`src/hw/bsio_regs.vh`:
```
// constants for the bus strobe and i/o port block
`ifndef BSIO_REGS_VH
`define BSIO_REGS_VH

// access operations requested by the core
`define BSIO_OP_FETCH_INT 4'h0
`define BSIO_OP_FETCH_EXT 4'h1
`define BSIO_OP_XDM_RD    4'h2
`define BSIO_OP_XDM_WR    4'h3
`define BSIO_OP_BOL       4'h4
`define BSIO_OP_BIS       4'h5
`define BSIO_OP_EXP_RD    4'h6
`define BSIO_OP_EXP_WR    4'h7
`define BSIO_OP_P1_WR     4'h8
`define BSIO_OP_P2_WR     4'h9
`define BSIO_OP_P1_RD     4'hA
`define BSIO_OP_P2_RD     4'hB

// machine cycle sequencer states
`define BSIO_ST_IDLE 3'h0
`define BSIO_ST_ALE  3'h1
`define BSIO_ST_HOLD 3'h2
`define BSIO_ST_STB  3'h3
`define BSIO_ST_END  3'h4

// timing counts in clock cycles
`define BSIO_ALE_CYC 4'h2
`define BSIO_STB_CYC 4'h6
`define BSIO_PU_CYC  8'h02

// reset values and field positions
`define BSIO_QP_RST    8'hFF
`define BSIO_NIB_MASK  8'h0F
`define BSIO_NIB_LO    0
`define BSIO_NIB_HI    3
`define BSIO_PCHI_LO   8
`define BSIO_PCHI_HI   11

`endif

```
`src/hw/bsio_top.v`:
```
// bus strobes, bus port and quasi-bidirectional ports of the microcomputer
//
// Overview of operation
// external data write pulls write strobe low with data on bus port.
// bus output latch instruction also pulses write strobe.
// external data read pulls read strobe low; sampled byte returned to core.
// strobed bus input instruction also pulses read strobe.
// program fetch strobe only for external fetches, after address latch strobe.
// address and opcode sit on port two low nibble before expander strobe falls.
// expander write data sits on low nibble at expander strobe rise.
// expander holds read data on low nibble across expander strobe rise.
// 24 lines: bus port plus two 8-bit quasi-bidirectional ports.
// quasi bit 1 is weak high or input; bit 0 drives strong low.
// written port data stays latched; inputs sampled only when read.
// external fetch puts high address on low nibble, latch restored after.
// expander use destroys low nibble latch; expander read leaves lines input.
// writing 1 gives a short strong pullup, then weak high.
// reset sets all quasi lines weak high.
// software writes 1 before using a quasi line as input.
// external fetch drives low eight program counter bits on bus.
// program memory holds instruction stable when fetch strobe rises.
// bus floats when idle unless bus output latch left data.
// bus set as whole byte; stays output until reset or external access.
// fetch address: low 8 bits on bus, top 4 on low nibble.
// one address latch strobe per machine cycle, address valid at its fall.
// address latch strobe ends before read, write or fetch strobe starts.
`timescale 1ns/1ps
`include "bsio_regs.vh"

module bsio_top #(
    parameter [3:0] ALE_CYC = `BSIO_ALE_CYC,
    parameter [3:0] STB_CYC = `BSIO_STB_CYC,
    parameter [7:0] PU_CYC  = `BSIO_PU_CYC
) (
    // clock, reset, enable
    input  wire        CLK,
    input  wire        SYS_RST,
    input  wire        CE,
    // access requests from the core
    input  wire        CMD_VALID,
    output wire        CMD_READY,
    input  wire [3:0]  CMD_OP,
    input  wire [11:0] CMD_ADDR,
    input  wire [7:0]  CMD_DATA,
    // answers to the core
    output reg         RSP_VALID,
    output reg  [7:0]  RSP_DATA,
    // bus strobes
    output reg         ALE,
    output reg         WRITE_STROBE_N,
    output reg         READ_STROBE_N,
    output reg         PROGRAM_FETCH_STROBE_N,
    output reg         EXPANDER_STROBE,
    // true bidirectional bus port
    input  wire [7:0]  BUS_IN,
    output reg  [7:0]  BUS_OUT,
    output reg  [7:0]  BUS_OE,
    // quasi-bidirectional port 1
    input  wire [7:0]  P1_IN,
    output wire [7:0]  P1_OUT,
    output wire [7:0]  P1_OE,
    // quasi-bidirectional port 2
    input  wire [7:0]  P2_IN,
    output wire [7:0]  P2_OUT,
    output wire [7:0]  P2_OE
);

    reg  [2:0] state;
    reg  [3:0] cnt;
    reg  [3:0] op;
    reg  [11:0] addr;
    reg  [7:0] data;
    reg        bus_latched;
    reg  [7:0] bus_s1;
    reg  [7:0] bus_s2;
    reg  [7:0] bus_s3;
    reg  [7:0] bus_val;
    reg  [7:0] p1_mask;
    reg  [7:0] p2_mask;
    reg  [7:0] p1_wdata;
    reg  [7:0] p2_wdata;
    reg  [7:0] p2_ovr_en;
    reg  [7:0] p2_ovr_val;
    wire [7:0] p1_val;
    wire [7:0] p2_val;
    wire       ext_access;
    wire       is_exp;

    // requests are taken only between machine cycles
    assign CMD_READY  = CE & (state == `BSIO_ST_IDLE);
    assign ext_access = (CMD_OP == `BSIO_OP_FETCH_EXT) | (CMD_OP == `BSIO_OP_XDM_RD) |
                        (CMD_OP == `BSIO_OP_XDM_WR);
    assign is_exp     = (op == `BSIO_OP_EXP_RD) | (op == `BSIO_OP_EXP_WR);

    // bus pins pass three flops; a level counts once the last two agree
    always @(posedge CLK) begin
        if (SYS_RST) begin
            bus_s1  <= 8'h00;
            bus_s2  <= 8'h00;
            bus_s3  <= 8'h00;
            bus_val <= 8'h00;
        end else if (CE) begin
            bus_s1 <= BUS_IN;
            bus_s2 <= bus_s1;
            bus_s3 <= bus_s2;
            if (bus_s2 == bus_s3) begin
                bus_val <= bus_s3;
            end
        end
    end

    // machine cycle sequencer: address latch phase, hold, strobe, finish
    always @(posedge CLK) begin
        if (SYS_RST) begin
            state                  <= `BSIO_ST_IDLE;
            cnt                    <= 4'h0;
            op                     <= 4'h0;
            addr                   <= 12'h000;
            data                   <= 8'h00;
            ALE                    <= 1'b0;
            WRITE_STROBE_N         <= 1'b1;
            READ_STROBE_N          <= 1'b1;
            PROGRAM_FETCH_STROBE_N <= 1'b1;
            EXPANDER_STROBE        <= 1'b1;
            BUS_OUT                <= 8'h00;
            BUS_OE                 <= 8'h00;
            bus_latched            <= 1'b0;  // bus floats after reset
            RSP_VALID              <= 1'b0;
            RSP_DATA               <= 8'h00;
            p1_mask                <= 8'h00;
            p2_mask                <= 8'h00;
            p1_wdata               <= `BSIO_QP_RST;
            p2_wdata               <= `BSIO_QP_RST;
            p2_ovr_en              <= 8'h00;
            p2_ovr_val             <= 8'h00;
        end else if (CE) begin
            RSP_VALID <= 1'b0;
            p1_mask   <= 8'h00;
            p2_mask   <= 8'h00;
            case (state)
                `BSIO_ST_IDLE: begin
                    if (CMD_VALID) begin
                        op    <= CMD_OP;
                        addr  <= CMD_ADDR;
                        data  <= CMD_DATA;
                        ALE   <= 1'b1;                 // one pulse per machine cycle
                        cnt   <= ALE_CYC - 4'h1;
                        state <= `BSIO_ST_ALE;
                        // expander read sets the latch now; its pullup pulse is over before release
                        p2_mask  <= (CMD_OP == `BSIO_OP_EXP_RD) ? `BSIO_NIB_MASK : 8'h00;
                        p2_wdata <= `BSIO_QP_RST;
                        if (ext_access) begin
                            // low address byte on bus; external access ends latched mode
                            BUS_OUT     <= CMD_ADDR[7:0];
                            BUS_OE      <= 8'hFF;
                            bus_latched <= 1'b0;
                        end
                        if (CMD_OP == `BSIO_OP_FETCH_EXT) begin
                            // top four address bits hide the nibble latch
                            p2_ovr_en  <= `BSIO_NIB_MASK;
                            p2_ovr_val <= {4'h0, CMD_ADDR[`BSIO_PCHI_HI:`BSIO_PCHI_LO]};
                        end
                    end
                end
                `BSIO_ST_ALE: begin
                    if (cnt == 4'h0) begin
                        // address stays driven across the falling edge
                        ALE   <= 1'b0;
                        state <= `BSIO_ST_HOLD;
                        if (is_exp) begin
                            // address and opcode settle before the strobe falls
                            p2_ovr_en  <= `BSIO_NIB_MASK;
                            p2_ovr_val <= {4'h0, addr[`BSIO_NIB_HI:`BSIO_NIB_LO]};
                        end
                    end else begin
                        cnt <= cnt - 4'h1;
                    end
                end
                `BSIO_ST_HOLD: begin
                    // strobes start only after the latch strobe has fallen
                    cnt   <= STB_CYC - 4'h1;
                    state <= `BSIO_ST_STB;
                    case (op)
                        `BSIO_OP_FETCH_EXT: begin
                            PROGRAM_FETCH_STROBE_N <= 1'b0;   // never for internal fetch
                            BUS_OE                 <= 8'h00;
                        end
                        `BSIO_OP_XDM_RD: begin
                            READ_STROBE_N <= 1'b0;
                            BUS_OE        <= 8'h00;
                        end
                        `BSIO_OP_BIS: begin
                            READ_STROBE_N <= 1'b0;
                        end
                        `BSIO_OP_XDM_WR, `BSIO_OP_BOL: begin
                            WRITE_STROBE_N <= 1'b0;
                            BUS_OUT        <= data;
                            BUS_OE         <= 8'hFF;
                        end
                        `BSIO_OP_EXP_RD, `BSIO_OP_EXP_WR: begin
                            EXPANDER_STROBE <= 1'b0;
                        end
                        default: begin
                            cnt <= STB_CYC - 4'h1;
                        end
                    endcase
                end
                `BSIO_ST_STB: begin
                    if (cnt == 4'h0) begin
                        // sample at the same edge that raises the strobes
                        WRITE_STROBE_N         <= 1'b1;
                        READ_STROBE_N          <= 1'b1;
                        PROGRAM_FETCH_STROBE_N <= 1'b1;
                        EXPANDER_STROBE        <= 1'b1;   // write data still driven
                        state                  <= `BSIO_ST_END;
                        case (op)
                            `BSIO_OP_FETCH_EXT, `BSIO_OP_XDM_RD, `BSIO_OP_BIS: begin
                                RSP_DATA <= bus_val;
                            end
                            `BSIO_OP_EXP_RD: begin
                                RSP_DATA <= {4'h0, p2_val[`BSIO_NIB_HI:`BSIO_NIB_LO]};
                            end
                            `BSIO_OP_P1_RD: begin
                                RSP_DATA <= p1_val;       // sampled only now
                            end
                            `BSIO_OP_P2_RD: begin
                                RSP_DATA <= p2_val;
                            end
                            default: begin
                                RSP_DATA <= 8'h00;
                            end
                        endcase
                    end else begin
                        cnt <= cnt - 4'h1;
                        if (cnt == STB_CYC - 4'h1) begin
                            // first strobe cycle: swap the address nibble for data or release
                            if (op == `BSIO_OP_EXP_WR) begin
                                p2_ovr_val <= {4'h0, data[`BSIO_NIB_HI:`BSIO_NIB_LO]};
                            end else if (op == `BSIO_OP_EXP_RD) begin
                                p2_ovr_en <= 8'h00;
                            end
                        end
                    end
                end
                `BSIO_ST_END: begin
                    RSP_VALID <= 1'b1;
                    state     <= `BSIO_ST_IDLE;
                    p2_ovr_en <= 8'h00;                   // nibble latch shows again
                    if (op == `BSIO_OP_BOL) begin
                        bus_latched <= 1'b1;               // whole byte stays driven
                    end else if (!bus_latched) begin
                        BUS_OE <= 8'h00;                   // float when idle
                    end
                    case (op)
                        `BSIO_OP_EXP_WR: begin
                            // expander value replaces the nibble latch
                            p2_mask  <= `BSIO_NIB_MASK;
                            p2_wdata <= {4'hF, data[`BSIO_NIB_HI:`BSIO_NIB_LO]};
                        end
                        `BSIO_OP_P1_WR: begin
                            p1_mask  <= 8'hFF;
                            p1_wdata <= data;
                        end
                        `BSIO_OP_P2_WR: begin
                            p2_mask  <= 8'hFF;
                            p2_wdata <= data;
                        end
                        default: begin
                            p1_mask <= 8'h00;
                        end
                    endcase
                end
                default: begin
                    state <= `BSIO_ST_IDLE;
                end
            endcase
        end
    end

    // two quasi-bidirectional ports; with the bus they make 24 lines
    bsio_qport #(
        .W       (8),
        .PU_CYC  (PU_CYC)
    ) u_port1 (
        .clk     (CLK),
        .rst     (SYS_RST),
        .ce      (CE),
        .wr_mask (p1_mask),
        .wr_data (p1_wdata),
        .ovr_en  (8'h00),
        .ovr_val (8'h00),
        .pin_in  (P1_IN),
        .pin_out (P1_OUT),
        .pin_oe  (P1_OE),
        .pin_val (p1_val)
    );

    // port 2 low nibble is shared with fetch address and expander traffic
    bsio_qport #(
        .W       (8),
        .PU_CYC  (PU_CYC)
    ) u_port2 (
        .clk     (CLK),
        .rst     (SYS_RST),
        .ce      (CE),
        .wr_mask (p2_mask),
        .wr_data (p2_wdata),
        .ovr_en  (p2_ovr_en),
        .ovr_val (p2_ovr_val),
        .pin_in  (P2_IN),
        .pin_out (P2_OUT),
        .pin_oe  (P2_OE),
        .pin_val (p2_val)
    );

endmodule

```
`src/hw/bsio_qport.v`:
```
// quasi-bidirectional 8-line port with latches, pullup pulse and input synchronisers
`timescale 1ns/1ps
`include "bsio_regs.vh"

module bsio_qport #(
    parameter       W      = 8,
    parameter [7:0] PU_CYC = `BSIO_PU_CYC
) (
    // clock, reset, enable
    input  wire         clk,
    input  wire         rst,
    input  wire         ce,
    // latch writes from the sequencer
    input  wire [W-1:0] wr_mask,
    input  wire [W-1:0] wr_data,
    // temporary strong drive that hides the latch
    input  wire [W-1:0] ovr_en,
    input  wire [W-1:0] ovr_val,
    // pins
    input  wire [W-1:0] pin_in,
    output wire [W-1:0] pin_out,
    output wire [W-1:0] pin_oe,
    // filtered pin level from the input synchroniser
    output wire [W-1:0] pin_val
);

    genvar i;
    generate
        for (i = 0; i < W; i = i + 1) begin : g_bit
            reg       s1;
            reg       s2;
            reg       s3;
            reg       stable;
            reg       lat;
            reg [7:0] pu_cnt;

            // latch, pullup pulse and three-stage input filter per line
            always @(posedge clk) begin
                if (rst) begin
                    s1     <= 1'b1;
                    s2     <= 1'b1;
                    s3     <= 1'b1;
                    stable <= 1'b1;
                    lat    <= 1'b1;     // weak high input after reset
                    pu_cnt <= 8'h00;
                end else if (ce) begin
                    s1 <= pin_in[i];
                    s2 <= s1;
                    s3 <= s2;
                    // inputs are not latched, only filtered
                    if (s2 == s3) begin
                        stable <= s3;
                    end
                    if (wr_mask[i]) begin
                        lat <= wr_data[i];                  // held until rewritten
                        pu_cnt <= wr_data[i] ? PU_CYC : 8'h00; // brief strong high
                    end else if (pu_cnt != 8'h00) begin
                        pu_cnt <= pu_cnt - 8'h01;
                    end
                end
            end

            // a stored 0 sinks hard; a stored 1 is weak except in the pullup pulse
            assign pin_out[i] = ovr_en[i] ? ovr_val[i] : lat;
            assign pin_oe[i]  = ovr_en[i] | ~lat | (pu_cnt != 8'h00);
            assign pin_val[i] = stable;
        end
    endgenerate

endmodule

```
`config.mk`:
```
export PLATFORM = sky130hd
export DESIGN_NAME = bsio_top
export DESIGN_NICKNAME = d
export VERILOG_FILES = /design/src/hw/bsio_top.v /design/src/hw/bsio_qport.v
export VERILOG_INCLUDE_DIRS = /design/src /design/src/hw
export SDC_FILE = /design/constraint.sdc
export NUM_CORES = 1
export LEC_CHECK = 0
export BUFFER_PORTS_ARGS = -buffer_cell sky130_fd_sc_hd__clkbuf_2
export CAP_MARGIN = 15
export CORE_MARGIN = 8
export CORE_UTILIZATION = 41
export CTS_CLUSTER_DIAMETER = 120
export CTS_CLUSTER_SIZE = 16
export DETAILED_ROUTE_END_ITERATION = 10
export PLACE_DENSITY = 0.63
export SLEW_MARGIN = 20
export SYNTH_ARGS = -nofsm -noshare
export SYNTH_HDL_FRONTEND = slang
export SYNTH_SLANG_ARGS = --single-unit
```
`constraint.sdc`:
```
create_clock -name CLK -period 2.54 [get_ports CLK]
set_input_delay 0.508 -clock CLK [delete_from_list [all_inputs] [get_ports CLK]]
set_output_delay 0.508 -clock CLK [all_outputs]
set_load 0.05 [all_outputs]
```
# ---- Word-level counts from Yosys, hierarchy flattened
# Index checks and enable logic that the tools add are counted.
# W data, S select, Z words.
dict set report totals {
  register_bits 342
  inputBits 52
  output_inout_bits 63
  elab_cells 470
}
dict set report classes {
  add_sub_neg 17
  n_eq_ne 58
  muxes 117
  bitwise_logic 44
  n_reduce_logical 113
}
# operator n
set ops {}
lappend ops {{$mux W8} 57}
lappend ops {{$reduce_bool A8 Y1} 16}
lappend ops {{$sub A8 B1 Y8 const B} 16}
lappend ops {{$reduce_and A2 Y1} 49}
lappend ops {{$pmux W8 S2} 6}
lappend ops {{$pmux W8 S4} 2}
lappend ops {{$pmux W8 S3} 2}
lappend ops {{$reduce_bool A2 Y1} 20}
lappend ops {{$mux W2} 16}
lappend ops {{$ne A2 B2 Y1 const B} 16}
lappend ops {{$reduce_and A4 Y1} 8}
lappend ops {{$or A1 B1 Y1} 27}
lappend ops {{$eq A4 B3 Y1 const B} 6}
lappend ops {{$mux W1} 19}
lappend ops {{$eq A1 B1 Y1} 16}
lappend ops {{$eq A4 B2 Y1 const B} 4}
lappend ops {{$eq A4 B4 Y1 const B} 4}
lappend ops {{$mux W4} 4}
lappend ops {{$not A1 Y1} 16}
lappend ops {{$pmux W1 S2} 6}
lappend ops {{$pmux W3 S4} 1}
lappend ops {{$pmux W4 S3} 1}
lappend ops {{$reduce_and A10 Y1} 1}
lappend ops {{$reduce_and A5 Y1} 2}
lappend ops {{20 further kinds} 34}

# ---- Depth between registers and ports, before layout
# Gate-level depths: netlist (run 1).
dict set report depth {
  ltp_word 6
  mapped_depth 8
  ltp_nobuf 6
}

# ---- Cells and area by module
# From an unflattened synthesis (run 1), not the netlist that was laid out.
dict set report hier_totals {
  hier_cells 1764
  hier_area_um2 15442.3
}
# mod n_inst cells_per_inst area_per_inst_um2 seq_area_each_um2
set by_module_without_submodules {}
lappend by_module_without_submodules {{bsio_qport (u_port2)} 1 604 5318.9 2082.0}
lappend by_module_without_submodules {{bsio_qport (u_port1)} 1 601 5220.0 2082.0}
lappend by_module_without_submodules {bsio_top 1 559 4903.5 2062.0}

# ---- Worst setup path after synthesis (run 1)
# OpenSTA, ideal clock, no wires.
dict set report synth_timing {
  path_kind {register to output}
  startpoint {register state[1]}
  endpoint {output CMD_READY}
  arrival_time_ns 1.979
  required_time_ns 2.032
  slack_ns 0.053
  path_stages_with_launch 5
  n_path_buf 3
  cell_sequence {dfxtp_1 > buf_2 > clkbuf_1 > buf_1 > nor3_1}
}
dict set report synth_between {
  elab_chain_len 2
}
# element line_no
set synth_rtl {}
lappend synth_rtl {{start, declared} bsio_top.v:68} ;# reg [2:0] state;
lappend synth_rtl {{start signal, assigned} bsio_top.v:115} ;# state <= `BSIO_ST_IDLE;
lappend synth_rtl {{start signal, assigned} bsio_top.v:148} ;# state <= `BSIO_ST_ALE;
lappend synth_rtl {{start signal, assigned} bsio_top.v:169} ;# state <= `BSIO_ST_HOLD;
lappend synth_rtl {{$logic_not A3 Y1} -}
lappend synth_rtl {{$and A1 B1 Y1} bsio_top.v:90} ;# assign CMD_READY = CE & (state == `BSIO_ST_IDLE);
lappend synth_rtl {{end, declared} bsio_top.v:41} ;# output wire CMD_READY,
# No other way between the ends.

# ---- Worst setup path after layout (run 1)
dict set report layout_timing {
  startpoint {register u_port2.g_bit[2].pu_cnt[3]}
  endpoint {output P2_OE[2]}
}
dict set report layout_between {
  elab_chain_len 2
}
# element line_no
set layout_rtl {}
lappend layout_rtl {{start, declared} bsio_qport.v:35} ;# reg [7:0] pu_cnt;
lappend layout_rtl {{start signal, assigned} bsio_qport.v:56} ;# pu_cnt <= wr_data[i] ? PU_CYC : 8'h00;
lappend layout_rtl {{start signal, assigned} bsio_qport.v:58} ;# pu_cnt <= pu_cnt - 8'h01;
lappend layout_rtl {{$reduce_bool A8 Y1} bsio_qport.v:65} ;# assign pin_oe[i] = ovr_en[i] | ~lat | (pu_cnt != 8'h00);
lappend layout_rtl {{$or A1 B1 Y1} bsio_qport.v:65}
lappend layout_rtl {{end, declared} bsio_top.v:65} ;# output wire [7:0] P2_OE
# No other way between the ends.

==> results by group, run 1 <==
Yosys
  • Count of cell types in the netlist: 66
  • Post-synth net total: 1,792
  • Cell area after synthesis: 0.0148 mm²
  • Post-synth EDFFs: 0
  • Primary FF master, synth: dfxtp_1
  • Sequential-to-total area share from yosys stat: 42.0%
  • Synth warn: 0
  • Flops & latches, synth: 311
  • Ys async rst share: 0%
  • Synth Instances: 1,705
  • Synthesized area per cell: ~8.7 µm²

Global route
  • Total track usage: 16.7%
  • Vias in the first global route: ~12,000
  • Initial antenna violation count: 4
  • Global-route wire length before repair: 59.5 mm
  • Pin count of the biggest net entering global routing: 63
  • Total global routing overflow: 0

Worst setup path
  • R2R Path Start: p1_mask[6]$_SDFFE_PP0P_
  • Critical-path top delay cell: or4_4
  • Crit path max-delay family: simple AND/OR/NAND/NOR gates
  • Startpoint types: flip-flop
  • Crit Path Max Fanout: 6
  • Worst path required time: 2.03 ns
  • Max incr delay on CP: 0.57 ns
  • WP data arrival: around 2 ns
  • Worst r2r dst: u_port1.g_bit[5].pu_cnt[1]$_SDFFE_PP0P_
  • Flop-to-flop setup slack: 0.32 ns
  • Sum of buffers and inverters on the critical path: 1
  • CP endpoint kind: output pin
  • Critical path class: flip-flop to output pin
  • Worst-path cell chain: or4_4, nor4b_4, nand3b_1, clkbuf_8
  • Reg2Reg Depth: 4

Flow run
  • Max Cap Violations: 0

Cells and area
  • Top Registers: u_port1.g_bit.pu_cnt (64), u_port2.g_bit.pu_cnt (64)
  • Post-layout nets: approximately 1,900
  • Layout cells sized above 1: between 15 and 20%
  • Design Area, Final: 0.0168 mm²
  • Area delta synth->final: 13.1%

STA
  • Max-slew violation count: 0
  • Least-Margin Pin Slew: around 0.90 ns
  • Max Clock Freq: 399 MHz
  • Final Hold Viols: 0
  • # setup viols final: 0
  • Unrepaired setup endpoints after global routing: true
  • Setup_tns: 0 ns
  • Final Cycle Share: 98.7%
  • Max-slew headroom: 39.5%
  • Clock Skew: 0.0164 ns
  • Final period demand of the worst path: between 2 and 3 ns

Power and ir drop
  • PwrDens: 1190 mW/mm²
  • Peak supply drop: 1.91 mV
  • Pleak: ~6.9 nW
  • Total power: ~20 mW

CTS
  • Cts hold-fix bufs: 0
  • Clock Latency Late Sink: 0.53 ns
  • CTS Root Cell: clkbuf_16
  • Total CTS buffers: 23
  • Htree depth: 1
  • CTS clk-pin slew, worst paths: 0.07 ns
  • Clk sinks: 311
  • Clk buf depth: 3
  • CTS tree: built

Die
  • Core Region: 0.0356 mm²
  • Die height: just over 200 µm
  • Site row count: 69
  • Die ar.: 0.0425 mm²
  • Ports: 115
  • Starting Density: between 40% and 50%
  • Die Wd: between 200 and 250 µm

Worst hold path
  • WHS Endpoint: u_port1.g_bit[0].s1$_SDFFE_PP1P_
  • Hold Path Origin: P1_IN[0]
  • Worst hold path type: primary input to flip-flop
  • Hold path depth: 3

Drt
  • DRT Wirelength: approximately 37 mm
  • Via count: 12,400
  • Wire per inst: ~16 µm
  • Drc violations: 0
  • Pre-antenna DRT Iters: 5
  • Vias per cell: 5.52
  • DRT antenna net count: 0
  • Initial DRC count: 670

Placement
  • Placed instance area: 0.0158 mm²
  • GP Congestion: ~0.80
  • DP Wirelength: 25.6 mm
  • I/O Buffers: 114

Run status
  • Status: finished clean
## cell usage after synthesis, drive strengths merged (3+ instances only)
cell     instances  area [µm²]
clkbuf          67         272
a31oi           11        68.8
or3b            10        87.6
o31ai           23         178
dfxtp          311        6230
nand3b          13        97.6
and3b            3        26.3
nand3           38         190
nor2b            6        37.5
nor3            35         175
mux2i          126        1260
nor4b           10        87.6
or2              4        25.0
a21o             3        22.5
a211oi           5        37.5
a22oi            9        67.6
or3             31         195
xor2            50         438
o2111ai          6        52.6
inv             43         161
o41ai            4        42.6
o21a             3        22.5
a21boi           6        45.0
a31o             8        70.1
a2111oi          9        78.8
buf             51         284
a21oi          109         546
o31a             6        52.6
nand2          179         672
o21ai           81         409
nor3b           10        80.1
o211ai          43         323
nor2           171         642
o32ai            3        26.3
a211o            3        26.3
xnor2           23         201
nand2b          26         163
or4             39         300
nand4           30         188
ha              35         438
mux2             7        78.8
and2            10        62.6
nor4            17         113
or4b            15         150
## through the flow
step | util [%] | instances | worst slack, ns | hold slack (ns)
after detailed placement | 44.5 | 2209 | 0.172 | 0.449
final | 47.2 | 2248 | 0.0326 | 0.198
after floorplan | - | 1705 | 0.0526 | 0.430
after global routing | 47.2 | 2248 | -0.0742 | 0.191
after CTS | 46.9 | 2241 | -0.0282 | 0.174
after global placement | 44.5 | 2209 | 0.224 | 0.444
## metal layers
metal	routed length, µm	global-route usage [%]	up-vias
li1	-	-	6222
met5	27	0	-
met3	2160	3.13	46
met2	16600	27.2	240
met4	725	4.23	4
met1	17100	22.5	5887
## logic make-up (layout without fill, tap and decap cells)
kind of cell	after synthesis	after routing	synth area share, %
XOR/XNOR	73	73	4.31
buffers and inverters	161	241	4.83
other	0	2	0
adder cells (fa/ha/maj)	35	35	2.95
AO/OA/AOI/OAI	339	339	14.4
AND/OR/NAND/NOR	653	653	22.5
multiplexers	133	133	9.03
flip-flops	311	311	42.0
## power breakdown
| part | internal, mW | total (mW) | leakage [nW] | switching, mW |
|---|---|---|---|---|
| combinational | 4.22 | 9.55 | 4.02 | 5.33 |
| clock | 1.62 | 3.32 | 0.294 | 1.70 |
| sequential | 5.92 | 7.11 | 2.55 | 1.20 |
| total | 11.8 | 20.0 | 6.86 | 8.23 |
## cell usage in the layout (no fill, tap or decap), types with 10 or more instances in the layout
master,instances
nand3b_1,13
nand3_1,38
xor2_1,50
clkbuf_2,102
nand4_1,30
o21ai_0,73
xnor2_1,23
dfxtp_2,11
mux2i_1,126
dfxtp_1,299
nor3_1,35
nand2_1,179
a21oi_1,109
ha_1,35
clkbuf_16,23
o31ai_1,22
nand2b_1,26
o211ai_1,43
a31oi_1,11
inv_1,42
or3_1,30
nor4_1,14
and2_1,10
nor2_1,170
or4b_2,15
buf_4,57
or4_1,32
## repair_timing
item | 4_1_cts | 5_1_grt
gates resized for setup | 44 | 13
buffers inserted | 7 | 5
pin swaps | 11 | 9
endpoints found under the setup margin | 9 | 10
## worst max-delay path by stage
| stage | endpoint | from | depth (start not counted) |
|---|---|---|---|
| after floorplan | CMD_READY | state[1]$_SDFFE_PP0P_ | 4 |
| after global placement | P2_OE[3] | u_port2.g_bit[3].pu_cnt[2]$_SDFFE_PP0P_ | 4 |
| after detailed placement | P2_OE[3] | u_port2.g_bit[3].pu_cnt[2]$_SDFFE_PP0P_ | 4 |
| after CTS | P2_OE[3] | u_port2.g_bit[3].pu_cnt[4]$_SDFFE_PP0P_ | 4 |
| after global routing | P2_OE[2] | u_port2.g_bit[2].pu_cnt[3]$_SDFFE_PP0P_ | 4 |
| final | P2_OE[2] | u_port2.g_bit[2].pu_cnt[3]$_SDFFE_PP0P_ | 4 |
## worst reg2reg max path, cell delays in order (launching register included)
cell and delay [ns]:
dfxtp_1 0.58, or4b_2 0.81, o21ai_1 0.41, mux2i_1 0.26, nor2_1 0.05
## area by class of cell
| type | count | area, µm² |
|---|---|---|
| tap | 461 | 577 |
| fill | 3437 | 18800 |
| timing repair buffer | 173 | 1140 |
| antenna | 2 | 5.00 |
| inverter | 43 | 163 |
| sequential | 311 | 6240 |
| clock inverter | 2 | 20.0 |
| clock buffer | 23 | 576 |
| multi-input combinational | 1233 | 8060 |
(Power assumes the default switching activity.)
==> run 2: changes to the inputs <==
==> constraint.sdc (replaced) <==
create_clock -name CLK -period 2.5 [get_ports CLK]
set_input_delay 0.5 -clock CLK [delete_from_list [all_inputs] [get_ports CLK]]
set_output_delay 0.5 -clock CLK [all_outputs]
set_load 0.05 [all_outputs]
==> results by group, run 2 (same netlist as run 1, synthesis figures left out) <==
STA
  • Final Cycle Share: 103%
  • Least-Margin Pin Slew: 0.856 ns
  • Max-slew headroom: between 40% and 50%
  • Final Hold Viols: 0
  • WHS: around 0.18 ns
  • Unrepaired setup endpoints after global routing: true
  • Final period demand of the worst path: around 2.6 ns
  • Setup_tns: -0.0865 ns
  • Min setup slack post-route: -0.0826 ns
  • Max Clock Freq: 387 MHz
  • Max-slew violation count: 0
  • Clock Skew: 0.0169 ns
  • # setup viols final: 2

Drt
  • Drc violations: 0
  • Pre-antenna DRT Iters: 5
  • Initial DRC count: 624
  • Vias per cell: 5.50
  • DRT Wirelength: 36.3 mm
  • Via count: about 12,000
  • Wire per inst: approximately 16 µm
  • DRT antenna net count: 0

Global route
  • Total track usage: 16.5%
  • Global-route wire length before repair: 59.1 mm
  • Vias in the first global route: 11,800
  • Pin count of the biggest net entering global routing: 86
  • Total global routing overflow: 0
  • Initial antenna violation count: 4

Worst setup path
  • Critical-path top delay cell: or4_4
  • Startpoint types: flip-flop
  • Critical path class: flip-flop to output pin
  • Crit Path Max Fanout: 4
  • Worst path required time: roughly 2.0 ns
  • Worst-path cell chain: or4_4, nor4b_4, nand3b_1, clkbuf_8
  • CP endpoint kind: output pin
  • Max incr delay on CP: ~0.58 ns
  • Reg2Reg Depth: 6
  • Flop-to-flop setup slack: 0.31 ns
  • WP data arrival: 2.08 ns

Die
  • Starting Density: 41.7%
  • Site row count: 69
  • Core Region: 0.0356 mm²
  • Ports: 115
  • Die Wd: about 210 µm
  • Die ar.: 0.0425 mm²
  • Die height: 206 µm

Placement
  • GP Congestion: 0.827
  • Placed instance area: around 0.016 mm²
  • Setup WS pre-CTS: around 0.12 ns
  • DP Wirelength: approximately 25 mm
  • I/O Buffers: 114
  • Placed cell count: 2,204

Power and ir drop
  • Combinational power share: 47.8%
  • Total power: 20.2 mW
  • Sw Ratio: 41.2%
  • Peak supply drop: 1.53 mV
  • Pleak: just under 7 nW
  • Clk pwr share: roughly 17%
  • P_int: roughly 12 mW
  • PwrDens: 1200 mW/mm²
  • Reg power frac: 35.6%
  • Switching power: about 8.3 mW

Cells and area
  • Post-layout util: 47.3%
  • Area delta synth->final: 13.4%
  • Layout cells sized above 1: around 16%
  • Commonest non-fill, non-tap cell in the layout: dfxtp_1
  • Top Registers: u_port1.g_bit.pu_cnt (64), u_port2.g_bit.pu_cnt (64)
  • Design Area, Final: between 0.015 and 0.02 mm²
  • Post-layout nets: roughly 1,900
  • Post-Layout Cell Count: 2,245
  • Commonest cells after routing, fill and taps aside: dfxtp_1, nand2_1, nor2_1, mux2i_1, a21oi_1

CTS
  • CTS tree: built
  • Clk buf depth: 3
  • CTS Root Cell: clkbuf_16
  • Htree depth: 1
  • Clock Latency Late Sink: between 0.5 and 0.6 ns
  • CTS clk-pin slew, worst paths: approximately 0.080 ns
  • Total CTS buffers: 23
  • Clk sinks: approximately 310

Run status
  • Failing checks: negative setup slack
  • Status: finished, violations left

Flow run
  • Max Cap Violations: 0

Worst hold path
  • Hold path depth: 3
  • Worst hold path type: primary input to flip-flop
## run 2: cell count changes in the layout (fill, tap and decap cells not counted), sizes merged
| cell | delta |
|---|---|
| clkbuf | -3 |
| buf | +2 |
| diode | -1 |
| inv | -1 |
## run 2: final cells by class
class | instances | area [µm²]
fill | 3471 | 18800
multi-input combinational | 1233 | 8080
sequential | 311 | 6250
timing repair buffer | 172 | 1150
tap | 461 | 577
clock buffer | 23 | 576
inverter | 43 | 163
clock inverter | 1 | 11.3
antenna | 1 | 2.50
## run 2: worst paths after layout
kind / from / end
worst max-delay path: u_port2.g_bit[3].pu_cnt[5]$_SDFFE_PP0P_ / P2_OE[3]
worst min-delay path: P2_IN[6] / u_port2.g_bit[6].s1$_SDFFE_PP1P_
worst max register to register: u_port2.g_bit[1].pu_cnt[0]$_SDFFE_PP0P_ / u_port2.g_bit[1].pu_cnt[1]$_SDFFE_PP0P_
worst min register to register: p2_ovr_val[3]$_SDFFE_PP0P_ / p2_ovr_val[3]$_SDFFE_PP0P_
## run 2: what timing repair did
item                       CTS  global route
setup endpoints to repair   11            14
resized for setup           52            20
hold endpoints to repair     0             0
hold buffers                 0             0
pin swaps                   14            11
setup buffers                7             9
## run 2: metal layers
layer	vias up	track usage [%]	part of all wire [%]	wire, µm
li1	6223	-	-	-
met1	5814	21.8	47	17100
met2	238	27.2	45	16200
met3	66	2.95	5.3	1940
met4	6	5.10	2.7	983
met5	-	0	0.11	40
## run 2: power groups by stage
stage	clock [mW]	sequential, mW	combinational, mW
global route	3.63	7.39	10.7
detailed placement	0	7.17	8.56
CTS	3.47	7.14	9.38
finish	3.35	7.21	9.66
global placement	0	7.12	8.41
floorplan	0	6.92	7.02
## run 2: critical path, delay by kind of cell, from the launching register on
kind,cells,cell delay [ns]
AND/OR/NAND/NOR,3,1.03
flip-flops,1,0.34
buffers and inverters,1,0.19
==> run 3: changes to the inputs <==
--- a/config.mk
+++ b/config.mk
@@ -18,3 +18,4 @@
 export SYNTH_ARGS = -nofsm -noshare
 export SYNTH_HDL_FRONTEND = slang
 export SYNTH_SLANG_ARGS = --single-unit
+export TNS_END_PERCENT = 50
==> results by group, run 3 (same netlist as run 1, synthesis figures left out) <==
Drt
  • Wire per inst: 16.2 µm
  • Drc violations: 0
  • Via count: around 12,000
  • DRT Wirelength: about 36 mm
  • Pre-antenna DRT Iters: 5
  • Vias per cell: 5.52
  • DRT antenna net count: 0
  • Initial DRC count: 677

Global route
  • Total track usage: 16.5%
  • Gr busiest metal: met2
  • GR Util met3: under 10%
  • Met1 Use GR: 21.8%
  • Initial antenna violation count: 4
  • Total global routing overflow: 0
  • Vias in the first global route: 11,800
  • Global-route wire length before repair: between 50 and 60 mm
  • Routing usage on met2: 27.2%
  • Pin count of the biggest net entering global routing: 86

CTS
  • CTS tree: built
  • CTS Root Cell: clkbuf_16
  • Clock Latency Late Sink: 0.53 ns
  • Total CTS buffers: 23
  • Clk sinks: 311
  • Htree depth: 1
  • CTS clk-pin slew, worst paths: 0.08 ns
  • Clk buf depth: 3

Die
  • Ports: roughly 120
  • Core Region: 0.0356 mm²
  • Die height: 206 µm
  • Die ar.: 0.0425 mm²
  • Die Wd: 206 µm
  • Site row count: 69
  • Starting Density: 41.7%

STA
  • Max-slew violation count: 0
  • # setup viols final: 1
  • Max Clock Freq: 387 MHz
  • Setup_tns: -0.0862 ns
  • Final period demand of the worst path: 2.59 ns
  • Clock Skew: 0.0164 ns
  • Least-Margin Pin Slew: 0.846 ns
  • Final Cycle Share: 103%
  • Min setup slack post-route: -0.0862 ns
  • Final Hold Viols: 0
  • WHS: around 0.18 ns
  • Max-slew headroom: between 40 and 50%
  • Unrepaired setup endpoints after global routing: true

Cells and area
  • Post-layout nets: 1,862
  • Post-layout util: 47.0%
  • Layout cells sized above 1: around 15%
  • Seq. cell area: 0.00624 mm²
  • Commonest cells after routing, fill and taps aside: dfxtp_1, nand2_1, nor2_1, mux2i_1, a21oi_1
  • Top Registers: u_port1.g_bit.pu_cnt (64), u_port2.g_bit.pu_cnt (64)
  • Post-Layout Cell Count: around 2,200
  • Area of the multi-input gates: just over 0.008 mm²
  • Design Area, Final: 0.0167 mm²
  • Commonest non-fill, non-tap cell in the layout: dfxtp_1
  • Layout fillers: 3,475
  • Area delta synth->final: 12.7%

Placement
  • GP Congestion: 0.827
  • Placed cell count: around 2,200
  • Setup WS pre-CTS: 0.125 ns
  • Placed instance area: 0.0158 mm²
  • DP Wirelength: 25.2 mm
  • I/O Buffers: 114

Worst setup path
  • Sum of buffers and inverters on the critical path: 1
  • Crit Path Max Fanout: 4
  • CP endpoint kind: output pin
  • WP data arrival: 2.09 ns
  • Critical path class: flip-flop to output pin
  • Max incr delay on CP: 0.58 ns
  • Worst-path cell chain: or4_4, nor4b_4, nand3b_1, clkbuf_8
  • Crit path max-delay family: simple AND/OR/NAND/NOR gates
  • Startpoint types: flip-flop
  • Critical-path top delay cell: or4_4
  • Worst path required time: ~2.0 ns

Run status
  • Status: finished, violations left
  • Failing checks: negative setup slack

Flow run
  • Max Cap Violations: 0

Power and ir drop
  • PwrDens: ~1200 mW/mm²
  • Total power: about 20 mW
  • Pleak: 6.81 nW
  • Peak supply drop: 1.48 mV

Worst hold path
  • Worst hold path type: primary input to flip-flop
[run 3: cell types whose count changed in the layout (fill, tap and decap cells not counted), sizes merged]
cell	before	now
buf	66	53
clkbuf	129	133
[run 3: tightest hold or removal path: stages]
cell and delay (ns):
clkbuf_2 0.07, mux2i_1 0.05, nand2_1 0.06
[run 3: power by group]
part	switching, mW	leakage (nW)	internal, mW
clock network	1.72	0.289	1.64
registers	1.19	2.55	6.01
logic	5.35	3.98	4.07
total	8.26	6.81	11.7
[run 3: area by class of cell]
cell class,count,area share (%)
diodes,1,0.0150
clock buffers,23,3.44
clock inverters,1,0.0673
inverters,43,0.973
multi-input cells,1233,48.3
flip-flops and latches,311,37.3
well taps,461,3.45
repair buffers,163,6.45
[run 3: layer usage]
| layer | share of wire [%] | routed length [µm] |
|---|---|---|
| met1 | 47 | 17100 |
| met2 | 45 | 16200 |
| met3 | 5.3 | 1930 |
| met4 | 2.6 | 947 |
| met5 | 0.11 | 40 |
[run 3: path summary, 6_finish.rpt]
| check | to | cells after the start | start | slack (ns) |
|---|---|---|---|---|
| worst max-delay path | P2_OE[3] | 4 | u_port2.g_bit[3].pu_cnt[5]$_SDFFE_PP0P_ | -0.09 |
| worst min-delay path | u_port2.g_bit[6].s1$_SDFFE_PP1P_ | 3 | P2_IN[6] | 0.18 |
| worst max register to register | BUS_OUT[6]$_SDFFE_PP0P_ | 4 | state[1]$_SDFFE_PP0P_ | 0.29 |
| worst min register to register | p2_ovr_val[1]$_SDFFE_PP0P_ | 2 | p2_ovr_val[1]$_SDFFE_PP0P_ | 0.47 |
[run 3: timing repair]
action                                  CTS  global route
hold buffers                              0             0
resized for setup                        52             8
endpoints found under the setup margin   11            14
pin swaps                                14             0
buffers inserted                          6             1
gates cloned                              0             0
